**config.mk**
```make
export PLATFORM = sky130hd
export DESIGN_NAME = port_c_d_pin_mux
export DESIGN_NICKNAME = d
export VERILOG_FILES = /design/src/hw/port_c_d_pkg.sv /design/src/hw/port_c_d_pin_mux.sv /design/src/hw/pin_select.sv
export SDC_FILE = /design/constraint.sdc
export NUM_CORES = 1
export LEC_CHECK = 0
export BUFFER_PORTS_ARGS = -buffer_cell sky130_fd_sc_hd__buf_2
export CAP_MARGIN = 10
export CORE_ASPECT_RATIO = 1.75
export CORE_MARGIN = 3
export CORE_UTILIZATION = 40
export CTS_CLUSTER_DIAMETER = 200
export DETAILED_ROUTE_END_ITERATION = 10
export GPL_ROUTABILITY_DRIVEN = 0
export GPL_TIMING_DRIVEN = 0
export SLEW_MARGIN = 20
export SYNTH_ARGS = -nofsm -noshare
export SYNTH_HDL_FRONTEND = slang
export SYNTH_SLANG_ARGS = --single-unit
```
**constraint.sdc**
```tcl
create_clock -name sys_clk_i -period 1.72 [get_ports sys_clk_i]
set_input_delay 0.086 -clock sys_clk_i [delete_from_list [all_inputs] [get_ports sys_clk_i]]
set_output_delay 0.086 -clock sys_clk_i [all_outputs]
set_load 0.03 [all_outputs]
```
**src/hw/port_c_d_pkg.sv**
```systemverilog
// Package for the port C / port D pin multiplexer
package port_c_d_pkg;

   // Register offsets
   localparam logic [7:0] PORT_C_DATA_ADDR       = 8'hC4;
   localparam logic [7:0] PORT_C_DIRECTION_ADDR  = 8'hC5;
   localparam logic [7:0] PORT_D_DATA_ADDR       = 8'hC6;
   localparam logic [7:0] PORT_D_DIRECTION_ADDR  = 8'hC7;
   localparam logic [7:0] PORT_D_ALT_SELECT_ADDR = 8'hCD;
   localparam logic [7:0] SERIAL_MODE_CTRL_ADDR  = 8'hE0;

   // Port widths and placement of the port C pins inside their registers
   localparam int PC_WIDTH = 4;
   localparam int PC_LSB   = 3;
   localparam int PD_WIDTH = 3;

   // Port C pin index (0 = register bit 3)
   localparam int PC_READY_PIN = 0;
   localparam int PC_CLOCK_PIN = 1;
   localparam int PC_SIN_PIN   = 2;
   localparam int PC_SERIAL_OUT_PIN_PIN  = 3;

   // Serial mode control fields
   localparam int SCK_SEL_LSB  = 0;
   localparam int SM_LSB       = 2;
   localparam int READY_EN_BIT = 4;
   localparam logic [1:0] SCK_EXTERNAL = 2'h3;

   // Reset values
   localparam logic [7:0] REG_RESET = 8'h00;
   localparam logic [7:0] READ_ZERO = 8'h00;

   // Register port request
   typedef struct packed {
      logic [7:0] addr;
      logic [7:0] wdata;
      logic       wr;
      logic       rd;
   } reg_req_s;

   // From the serial shifter towards the pins
   typedef struct packed {
      logic serial_out_pin;
      logic sck_out;
      logic ready_out;
   } ser_drive_s;

   // From the pins towards the serial shifter
   typedef struct packed {
      logic serial_in_pin;
      logic sck_in;
      logic ready_in;
   } ser_sense_s;

endpackage

```
**src/hw/port_c_d_pin_mux.sv**
```systemverilog
// Pin multiplexer and direction control for ports C and D
//
// Functional notes
// - Port C has four I/O pins, data at C4, direction at C5.
// - Reset clears the port C direction register; all pins are inputs.
// - Serial mode control at E0 selects the port C serial functions.
// - Bit 6 is serial data out when the mode field low bit is 1.
// - Bit 5 is serial data in when the mode field high bit is 1.
// - Bit 4 drives the serial clock when the mode field is not 00 and clock select is 00, 01, 10.
// - Bit 4 takes the serial clock from outside when the mode field is not 00 and clock select is 11.
// - Bit 3 is ready input when ready enabled and clock is internal.
// - Bit 3 drives ready out when ready enabled and clock is external.
// - Port D has three I/O pins, data at C6, direction at C7.
// - Port D alternate select at CD resets to 0; 1 picks interrupt.
// - A selected interrupt pin ignores its port D direction bit.
// - Direction bit 1 makes the pin an output, 0 an input.
// - Data reads return pin levels; writes only load the latch.
`timescale 1ns/1ps
module port_c_d_pin_mux #(
   parameter int PC_WIDTH = port_c_d_pkg::PC_WIDTH,
   parameter int PD_WIDTH = port_c_d_pkg::PD_WIDTH
) (
   // Clock and reset
   input  wire logic                     sys_clk_i,
   input  wire logic                     resetn_i,
   // Register port
   input  wire port_c_d_pkg::reg_req_s   bus_i,
   output logic [7:0]                    rdata_o,
   // Port C pins
   input  wire logic [PC_WIDTH-1:0]      pc_in_i,
   output logic [PC_WIDTH-1:0]           pc_out_o,
   output logic [PC_WIDTH-1:0]           pc_oe_o,
   // Port D pins
   input  wire logic [PD_WIDTH-1:0]      pd_in_i,
   output logic [PD_WIDTH-1:0]           pd_out_o,
   output logic [PD_WIDTH-1:0]           pd_oe_o,
   // Serial shifter side
   input  wire port_c_d_pkg::ser_drive_s ser_i,
   output port_c_d_pkg::ser_sense_s      ser_o,
   // External interrupt inputs towards the interrupt logic
   output logic [PD_WIDTH-1:0]           ext_int_o
);

   localparam int NPINS  = PC_WIDTH + PD_WIDTH;
   localparam int PC_LSB = port_c_d_pkg::PC_LSB;

   // Register contents
   logic [PC_WIDTH-1:0] port_c_data;
   logic [PC_WIDTH-1:0] port_c_direction;
   logic [PD_WIDTH-1:0] port_d_data;
   logic [PD_WIDTH-1:0] port_d_direction;
   logic [PD_WIDTH-1:0] port_d_alt_select;
   logic [1:0]          clock_select_field;
   logic [1:0]          serial_mode_field;
   logic                ready_enable_bit;

   // Decoded functions
   logic                serial_clock_on;
   logic                clock_external;
   logic [NPINS-1:0]    alt_en;
   logic [NPINS-1:0]    alt_out;
   logic [NPINS-1:0]    alt_oe;
   logic [NPINS-1:0]    gpio_out;
   logic [NPINS-1:0]    gpio_dir;
   logic [NPINS-1:0]    next_pin_out;
   logic [NPINS-1:0]    next_pin_oe;
   logic [7:0]          next_rdata;
   logic [7:0]          serial_mode_ctrl;

   // Register writes
   wire logic wr_c_data = bus_i.wr &&
                          bus_i.addr == port_c_d_pkg::PORT_C_DATA_ADDR;
   wire logic wr_c_dir  = bus_i.wr &&
                          bus_i.addr == port_c_d_pkg::PORT_C_DIRECTION_ADDR;
   wire logic wr_d_data = bus_i.wr &&
                          bus_i.addr == port_c_d_pkg::PORT_D_DATA_ADDR;
   wire logic wr_d_dir  = bus_i.wr &&
                          bus_i.addr == port_c_d_pkg::PORT_D_DIRECTION_ADDR;
   wire logic wr_d_alt  = bus_i.wr &&
                          bus_i.addr == port_c_d_pkg::PORT_D_ALT_SELECT_ADDR;
   wire logic wr_smode  = bus_i.wr &&
                          bus_i.addr == port_c_d_pkg::SERIAL_MODE_CTRL_ADDR;

   // Port C latch and direction
   always_ff @(posedge sys_clk_i or negedge resetn_i) begin
      if (!resetn_i) begin
         port_c_data      <= '0;
         port_c_direction <= '0;
      end else begin
         if (wr_c_data) begin
            port_c_data <= bus_i.wdata[PC_LSB +: PC_WIDTH];
         end
         if (wr_c_dir) begin
            port_c_direction <= bus_i.wdata[PC_LSB +: PC_WIDTH];
         end
      end
   end

   // Port D latch, direction and alternate select
   always_ff @(posedge sys_clk_i or negedge resetn_i) begin
      if (!resetn_i) begin
         port_d_data       <= '0;
         port_d_direction  <= '0;
         port_d_alt_select <= '0;
      end else begin
         if (wr_d_data) begin
            port_d_data <= bus_i.wdata[PD_WIDTH-1:0];
         end
         if (wr_d_dir) begin
            port_d_direction <= bus_i.wdata[PD_WIDTH-1:0];
         end
         if (wr_d_alt) begin
            port_d_alt_select <= bus_i.wdata[PD_WIDTH-1:0];
         end
      end
   end

   // Serial mode control
   always_ff @(posedge sys_clk_i or negedge resetn_i) begin
      if (!resetn_i) begin
         clock_select_field <= '0;
         serial_mode_field  <= '0;
         ready_enable_bit   <= 1'b0;
      end else if (wr_smode) begin
         clock_select_field <=
            bus_i.wdata[port_c_d_pkg::SCK_SEL_LSB +: 2];
         serial_mode_field  <= bus_i.wdata[port_c_d_pkg::SM_LSB +: 2];
         ready_enable_bit   <= bus_i.wdata[port_c_d_pkg::READY_EN_BIT];
      end
   end

   always_comb begin
      serial_mode_ctrl = port_c_d_pkg::READ_ZERO;
      serial_mode_ctrl[port_c_d_pkg::SCK_SEL_LSB +: 2] = clock_select_field;
      serial_mode_ctrl[port_c_d_pkg::SM_LSB +: 2]      = serial_mode_field;
      serial_mode_ctrl[port_c_d_pkg::READY_EN_BIT]     = ready_enable_bit;
   end

   // Clock pin belongs to the serial block while any transfer mode is on
   assign serial_clock_on = serial_mode_field != 2'h0;
   assign clock_external  = clock_select_field == port_c_d_pkg::SCK_EXTERNAL;

   // Alternate function table, port C in the low indices
   always_comb begin
      alt_en  = '0;
      alt_out = '0;
      alt_oe  = '0;
      alt_en[port_c_d_pkg::PC_SERIAL_OUT_PIN_PIN]  = serial_mode_field[0];
      alt_out[port_c_d_pkg::PC_SERIAL_OUT_PIN_PIN] = ser_i.serial_out_pin;
      alt_oe[port_c_d_pkg::PC_SERIAL_OUT_PIN_PIN]  = 1'b1;
      alt_en[port_c_d_pkg::PC_SIN_PIN]   = serial_mode_field[1];
      alt_en[port_c_d_pkg::PC_CLOCK_PIN] = serial_clock_on;
      alt_out[port_c_d_pkg::PC_CLOCK_PIN] = ser_i.sck_out;
      alt_oe[port_c_d_pkg::PC_CLOCK_PIN] = !clock_external;
      alt_en[port_c_d_pkg::PC_READY_PIN] = ready_enable_bit;
      alt_out[port_c_d_pkg::PC_READY_PIN] = ser_i.ready_out;
      alt_oe[port_c_d_pkg::PC_READY_PIN] = clock_external;
      // Interrupt pins are inputs whatever the direction bit says
      alt_en[NPINS-1:PC_WIDTH] = port_d_alt_select;
   end

   assign gpio_out = {port_d_data, port_c_data};
   assign gpio_dir = {port_d_direction, port_c_direction};

   // One selector per pin
   genvar gi;
   generate
      for (gi = 0; gi < NPINS; gi++) begin : g_pin
         pin_select u_sel (
            .gpio_out_i (gpio_out[gi]),
            .gpio_dir_i (gpio_dir[gi]),
            .alt_en_i   (alt_en[gi]),
            .alt_out_i  (alt_out[gi]),
            .alt_oe_i   (alt_oe[gi]),
            .pin_out_o  (next_pin_out[gi]),
            .pin_oe_o   (next_pin_oe[gi])
         );
      end
   endgenerate

   // Registered pin drivers
   always_ff @(posedge sys_clk_i or negedge resetn_i) begin
      if (!resetn_i) begin
         pc_out_o <= '0;
         pc_oe_o  <= '0;
         pd_out_o <= '0;
         pd_oe_o  <= '0;
      end else begin
         pc_out_o <= next_pin_out[PC_WIDTH-1:0];
         pc_oe_o  <= next_pin_oe[PC_WIDTH-1:0];
         pd_out_o <= next_pin_out[NPINS-1:PC_WIDTH];
         pd_oe_o  <= next_pin_oe[NPINS-1:PC_WIDTH];
      end
   end

   // Pin levels routed to the serial and interrupt logic, gated off
   // while the pin is not given to them
   always_ff @(posedge sys_clk_i or negedge resetn_i) begin
      if (!resetn_i) begin
         ser_o     <= '0;
         ext_int_o <= '0;
      end else begin
         ser_o.serial_in_pin <= serial_mode_field[1] &&
                      pc_in_i[port_c_d_pkg::PC_SIN_PIN];
         ser_o.sck_in <= serial_clock_on && clock_external &&
                         pc_in_i[port_c_d_pkg::PC_CLOCK_PIN];
         ser_o.ready_in <= ready_enable_bit && !clock_external &&
                           pc_in_i[port_c_d_pkg::PC_READY_PIN];
         ext_int_o <= pd_in_i & port_d_alt_select;
      end
   end

   // Read multiplexer; data registers show the pins, not the latch
   always_comb begin
      next_rdata = port_c_d_pkg::READ_ZERO;
      case (bus_i.addr)
         port_c_d_pkg::PORT_C_DATA_ADDR: begin
            next_rdata[PC_LSB +: PC_WIDTH] = pc_in_i;
         end
         port_c_d_pkg::PORT_C_DIRECTION_ADDR: begin
            next_rdata[PC_LSB +: PC_WIDTH] = port_c_direction;
         end
         port_c_d_pkg::PORT_D_DATA_ADDR: begin
            next_rdata[PD_WIDTH-1:0] = pd_in_i;
         end
         port_c_d_pkg::PORT_D_DIRECTION_ADDR: begin
            next_rdata[PD_WIDTH-1:0] = port_d_direction;
         end
         port_c_d_pkg::PORT_D_ALT_SELECT_ADDR: begin
            next_rdata[PD_WIDTH-1:0] = port_d_alt_select;
         end
         port_c_d_pkg::SERIAL_MODE_CTRL_ADDR: begin
            next_rdata = serial_mode_ctrl;
         end
         default: begin
            next_rdata = port_c_d_pkg::READ_ZERO;
         end
      endcase
   end

   // Read data stands only in the cycle after the strobe
   always_ff @(posedge sys_clk_i or negedge resetn_i) begin
      if (!resetn_i) begin
         rdata_o <= '0;
      end else if (bus_i.rd) begin
         rdata_o <= next_rdata;
      end else begin
         rdata_o <= '0;
      end
   end
endmodule

```
**src/hw/pin_select.sv**
```systemverilog
// Per-pin choice between port latch and alternate function
`timescale 1ns/1ps
module pin_select (
   // Port latch side
   input  wire logic gpio_out_i,
   input  wire logic gpio_dir_i,
   // Alternate function side
   input  wire logic alt_en_i,
   input  wire logic alt_out_i,
   input  wire logic alt_oe_i,
   // Pin side
   output logic      pin_out_o,
   output logic      pin_oe_o
);

   // Alternate function detaches the latch and direction bit
   always_comb begin
      if (alt_en_i) begin
         pin_out_o = alt_out_i;
         pin_oe_o  = alt_oe_i;
      end else begin
         pin_out_o = gpio_out_i;
         pin_oe_o  = gpio_dir_i;
      end
   end

endmodule

```
==> reports/results.ini <==
[worst_setup_path]
cp_slowest_cell=nor4b_4
worstPathArrival_ps=1570
crit_required_ps=1900
slowest_delay_ps=380
end_kind=register
startpoint_type=input port
r2r_slack_ps=530
path_cells=buf_2, nor4b_4, and4_1, and3b_1, mux2_2
crit_type=input port to register
crit_fanout=6

[cts]
cts_sinks=49
cts_buffer_depth=2
cts_resized=0
hold_buffers=0
cts_tree=built
post_cts_buffers=0
clk_latency_ps=290
cts_buffers=5
ctsRootBufferMaster=clkbuf_8
clkSlewWorstSetupHoldPaths_ps=80
htree_levels=2

[synth]
netlist_area_sq_um=2030
postSynthCellCount=149
ys_types=30
synth_nets=179
synth.avg_cell_area_sq_um=13.6
ys_ff_latch=49
synth-seq-area-share=0.605
yosysWarnings=0

[cells_and_area]
syn2layout_area_growth_pct=21.4
nets=242
multi_input_area_sq_um=781
fin_area_sq_um=2460
seqCellArea_sq_um=1230
final_util=0.514
drive_gt1_frac=0.460
num_antenna_cells=0
num-fill-cells=456

[detailed_routing]
viasPerCell=5.20
drc=0
drtPass1Iterations=4
drt_iter0_drc=27
routed_wl_mm=4.17
vias=1378
ant_nets=0
wire_per_inst_um=15.7

[grt]
grt-ovfl-total=0
grt_pass1_wl_mm=6.69
track_usage=0.149
grt_max_degree=50
grt_pass1_vias=1439
grt_antenna_before_repair=0

[sta]
worst_pin_slew_ps=600
finalCritPeriodShare=0.809
slew_violations=0
clock_skew_ps=3.87
rsz0062_at_grt=false
timing_hold_violations_final=0
relSlewSlack=0.600
setup_viol=0
fmax_ghz=0.719
fin_crit_ps=1390

[placed_design]
hpwl_mm=3.21
portBuffers=55
placed_area_sq_um=2370

[floorplan]
start_util=0.423
rows=33
coreArea_sq_um=4790
dieWidth_um=59.8
die-area_sq_um=5990
die_h_um=100
boundaryPins=58

[pwr]
power.density_nw_per_um2=852
power_mw=2.09
leakage_nw=1.30
ir_worst_vdd_v=0.000712

[job]
max-cap-violations=0

[status]
status=finished clean

[min_path]
min_path_type=input port to register

[metrics by stage]
step	cells	setup TNS [ps]	hold WS [ps]	setup WS [ps]
floorplan	149	0	-210	382
global route	265	0	12.8	271
CTS	264	0	4.61	322
finish	265	0	16.9	329
detailed placement	256	-3.74	317	-3.74
global placement	256	0	308	30.5
[cells by family (layout without fill, tap and decap cells)]
kind of cell | Yosys count | in the layout | share of synthesized area
AOI/OAI and AO/OA | 11 | 11 | 0.0333
buffers and inverters | 4 | 68 | 0.00987
DFF | 49 | 49 | 0.605
muxes | 33 | 33 | 0.182
other | 1 | 1 | 0.00185
and+or+nand+nor | 51 | 51 | 0.168
[cell usage in the layout, fill, tap and decap left out, types with 2 or more instances in the layout]
master,count
buf_2,55
dfrtp_1,49
mux2_2,31
nor2b_1,8
nand2_1,7
nor2_1,6
a22oi_1,5
and2_1,5
clkbuf_8,5
clkbuf_1,4
nor3_1,4
nand2b_1,4
a21oi_1,4
nand3_1,3
mux2i_1,2
nand3b_1,2
nor4_1,2
o21ai_0,2
buf_4,2
[cells in the mapped netlist (all sizes together)]
cell    instances  area (sq um)
nor3            4          20.0
nor2            6          22.5
nor4b           1          23.8
and3            1          6.26
conb            1          3.75
dfrtp          49          1230
nand3           3          15.0
a21oi           4          20.0
nand2           7          26.3
and4            1          8.76
or2             1          6.26
buf             2          12.5
a22oi           5          37.5
or3b            1          11.3
and3b           1          8.76
nor3b           1          7.51
mux2i           2          20.0
nor2b           8          50.1
nand4           1          21.3
and2            5          31.3
o21ai           2          10.0
mux2           31           349
inv             1          3.75
and2b           1          7.51
nor4            3          33.8
nand3b          2          15.0
nand2b          4          25.0
clkbuf          1          3.75
[power by group]
part	internal (mW)	switching [mW]	total, mW
Sequential	1.20	0.0257	1.22
Combinational	0.0993	0.147	0.246
Clock	0.289	0.336	0.625
Total	1.59	0.508	2.09
[sequential cells by signal, summed over array words and instances (netlist names), 4 cells and up]
signal / flops
port_c_data: 4
rdata_o: 7
pc_oe_o: 4
port_c_direction: 4
pc_out_o: 4
[worst max-delay path: cells and delay by family]
family | cells | cell delay (ps)
AND/OR/NAND/NOR | 3 | 970
buffers and inverters | 1 | 160
multiplexers | 1 | 360
[area by class of cell]
cell class,instances,area share
Buffer,3,0.00661
Clock buffer,8,0.0326
Inverter,1,0.00153
Multi-Input combinational cell,96,0.317
Sequential cell,49,0.498
Tap cell,52,0.0264
Timing Repair Buffer,56,0.117
[worst paths after layout]
check / endpoint / cells after the start / startpoint
worst max register to register: pc_oe_o[1] / 2 / serial_mode_field[1]
min in group asynchronous: pd_out_o[0] / 2 / resetn_i
worst min-delay path: ser_o[2] / 2 / pc_in_i[2]
worst max-delay path: port_d_data[0] / 5 / bus_i[14]
worst min register to register: pd_out_o[0] / 1 / port_d_data[0]
max in group asynchronous: rdata_o[5] / 2 / resetn_i
[routing by layer]
metal  wire, um  global-route usage
met1       1570               0.175
met2       2210               0.249
met3        271              0.0309
met4        119              0.0717
met5          0                   0
(Power assumes the default switching activity.)
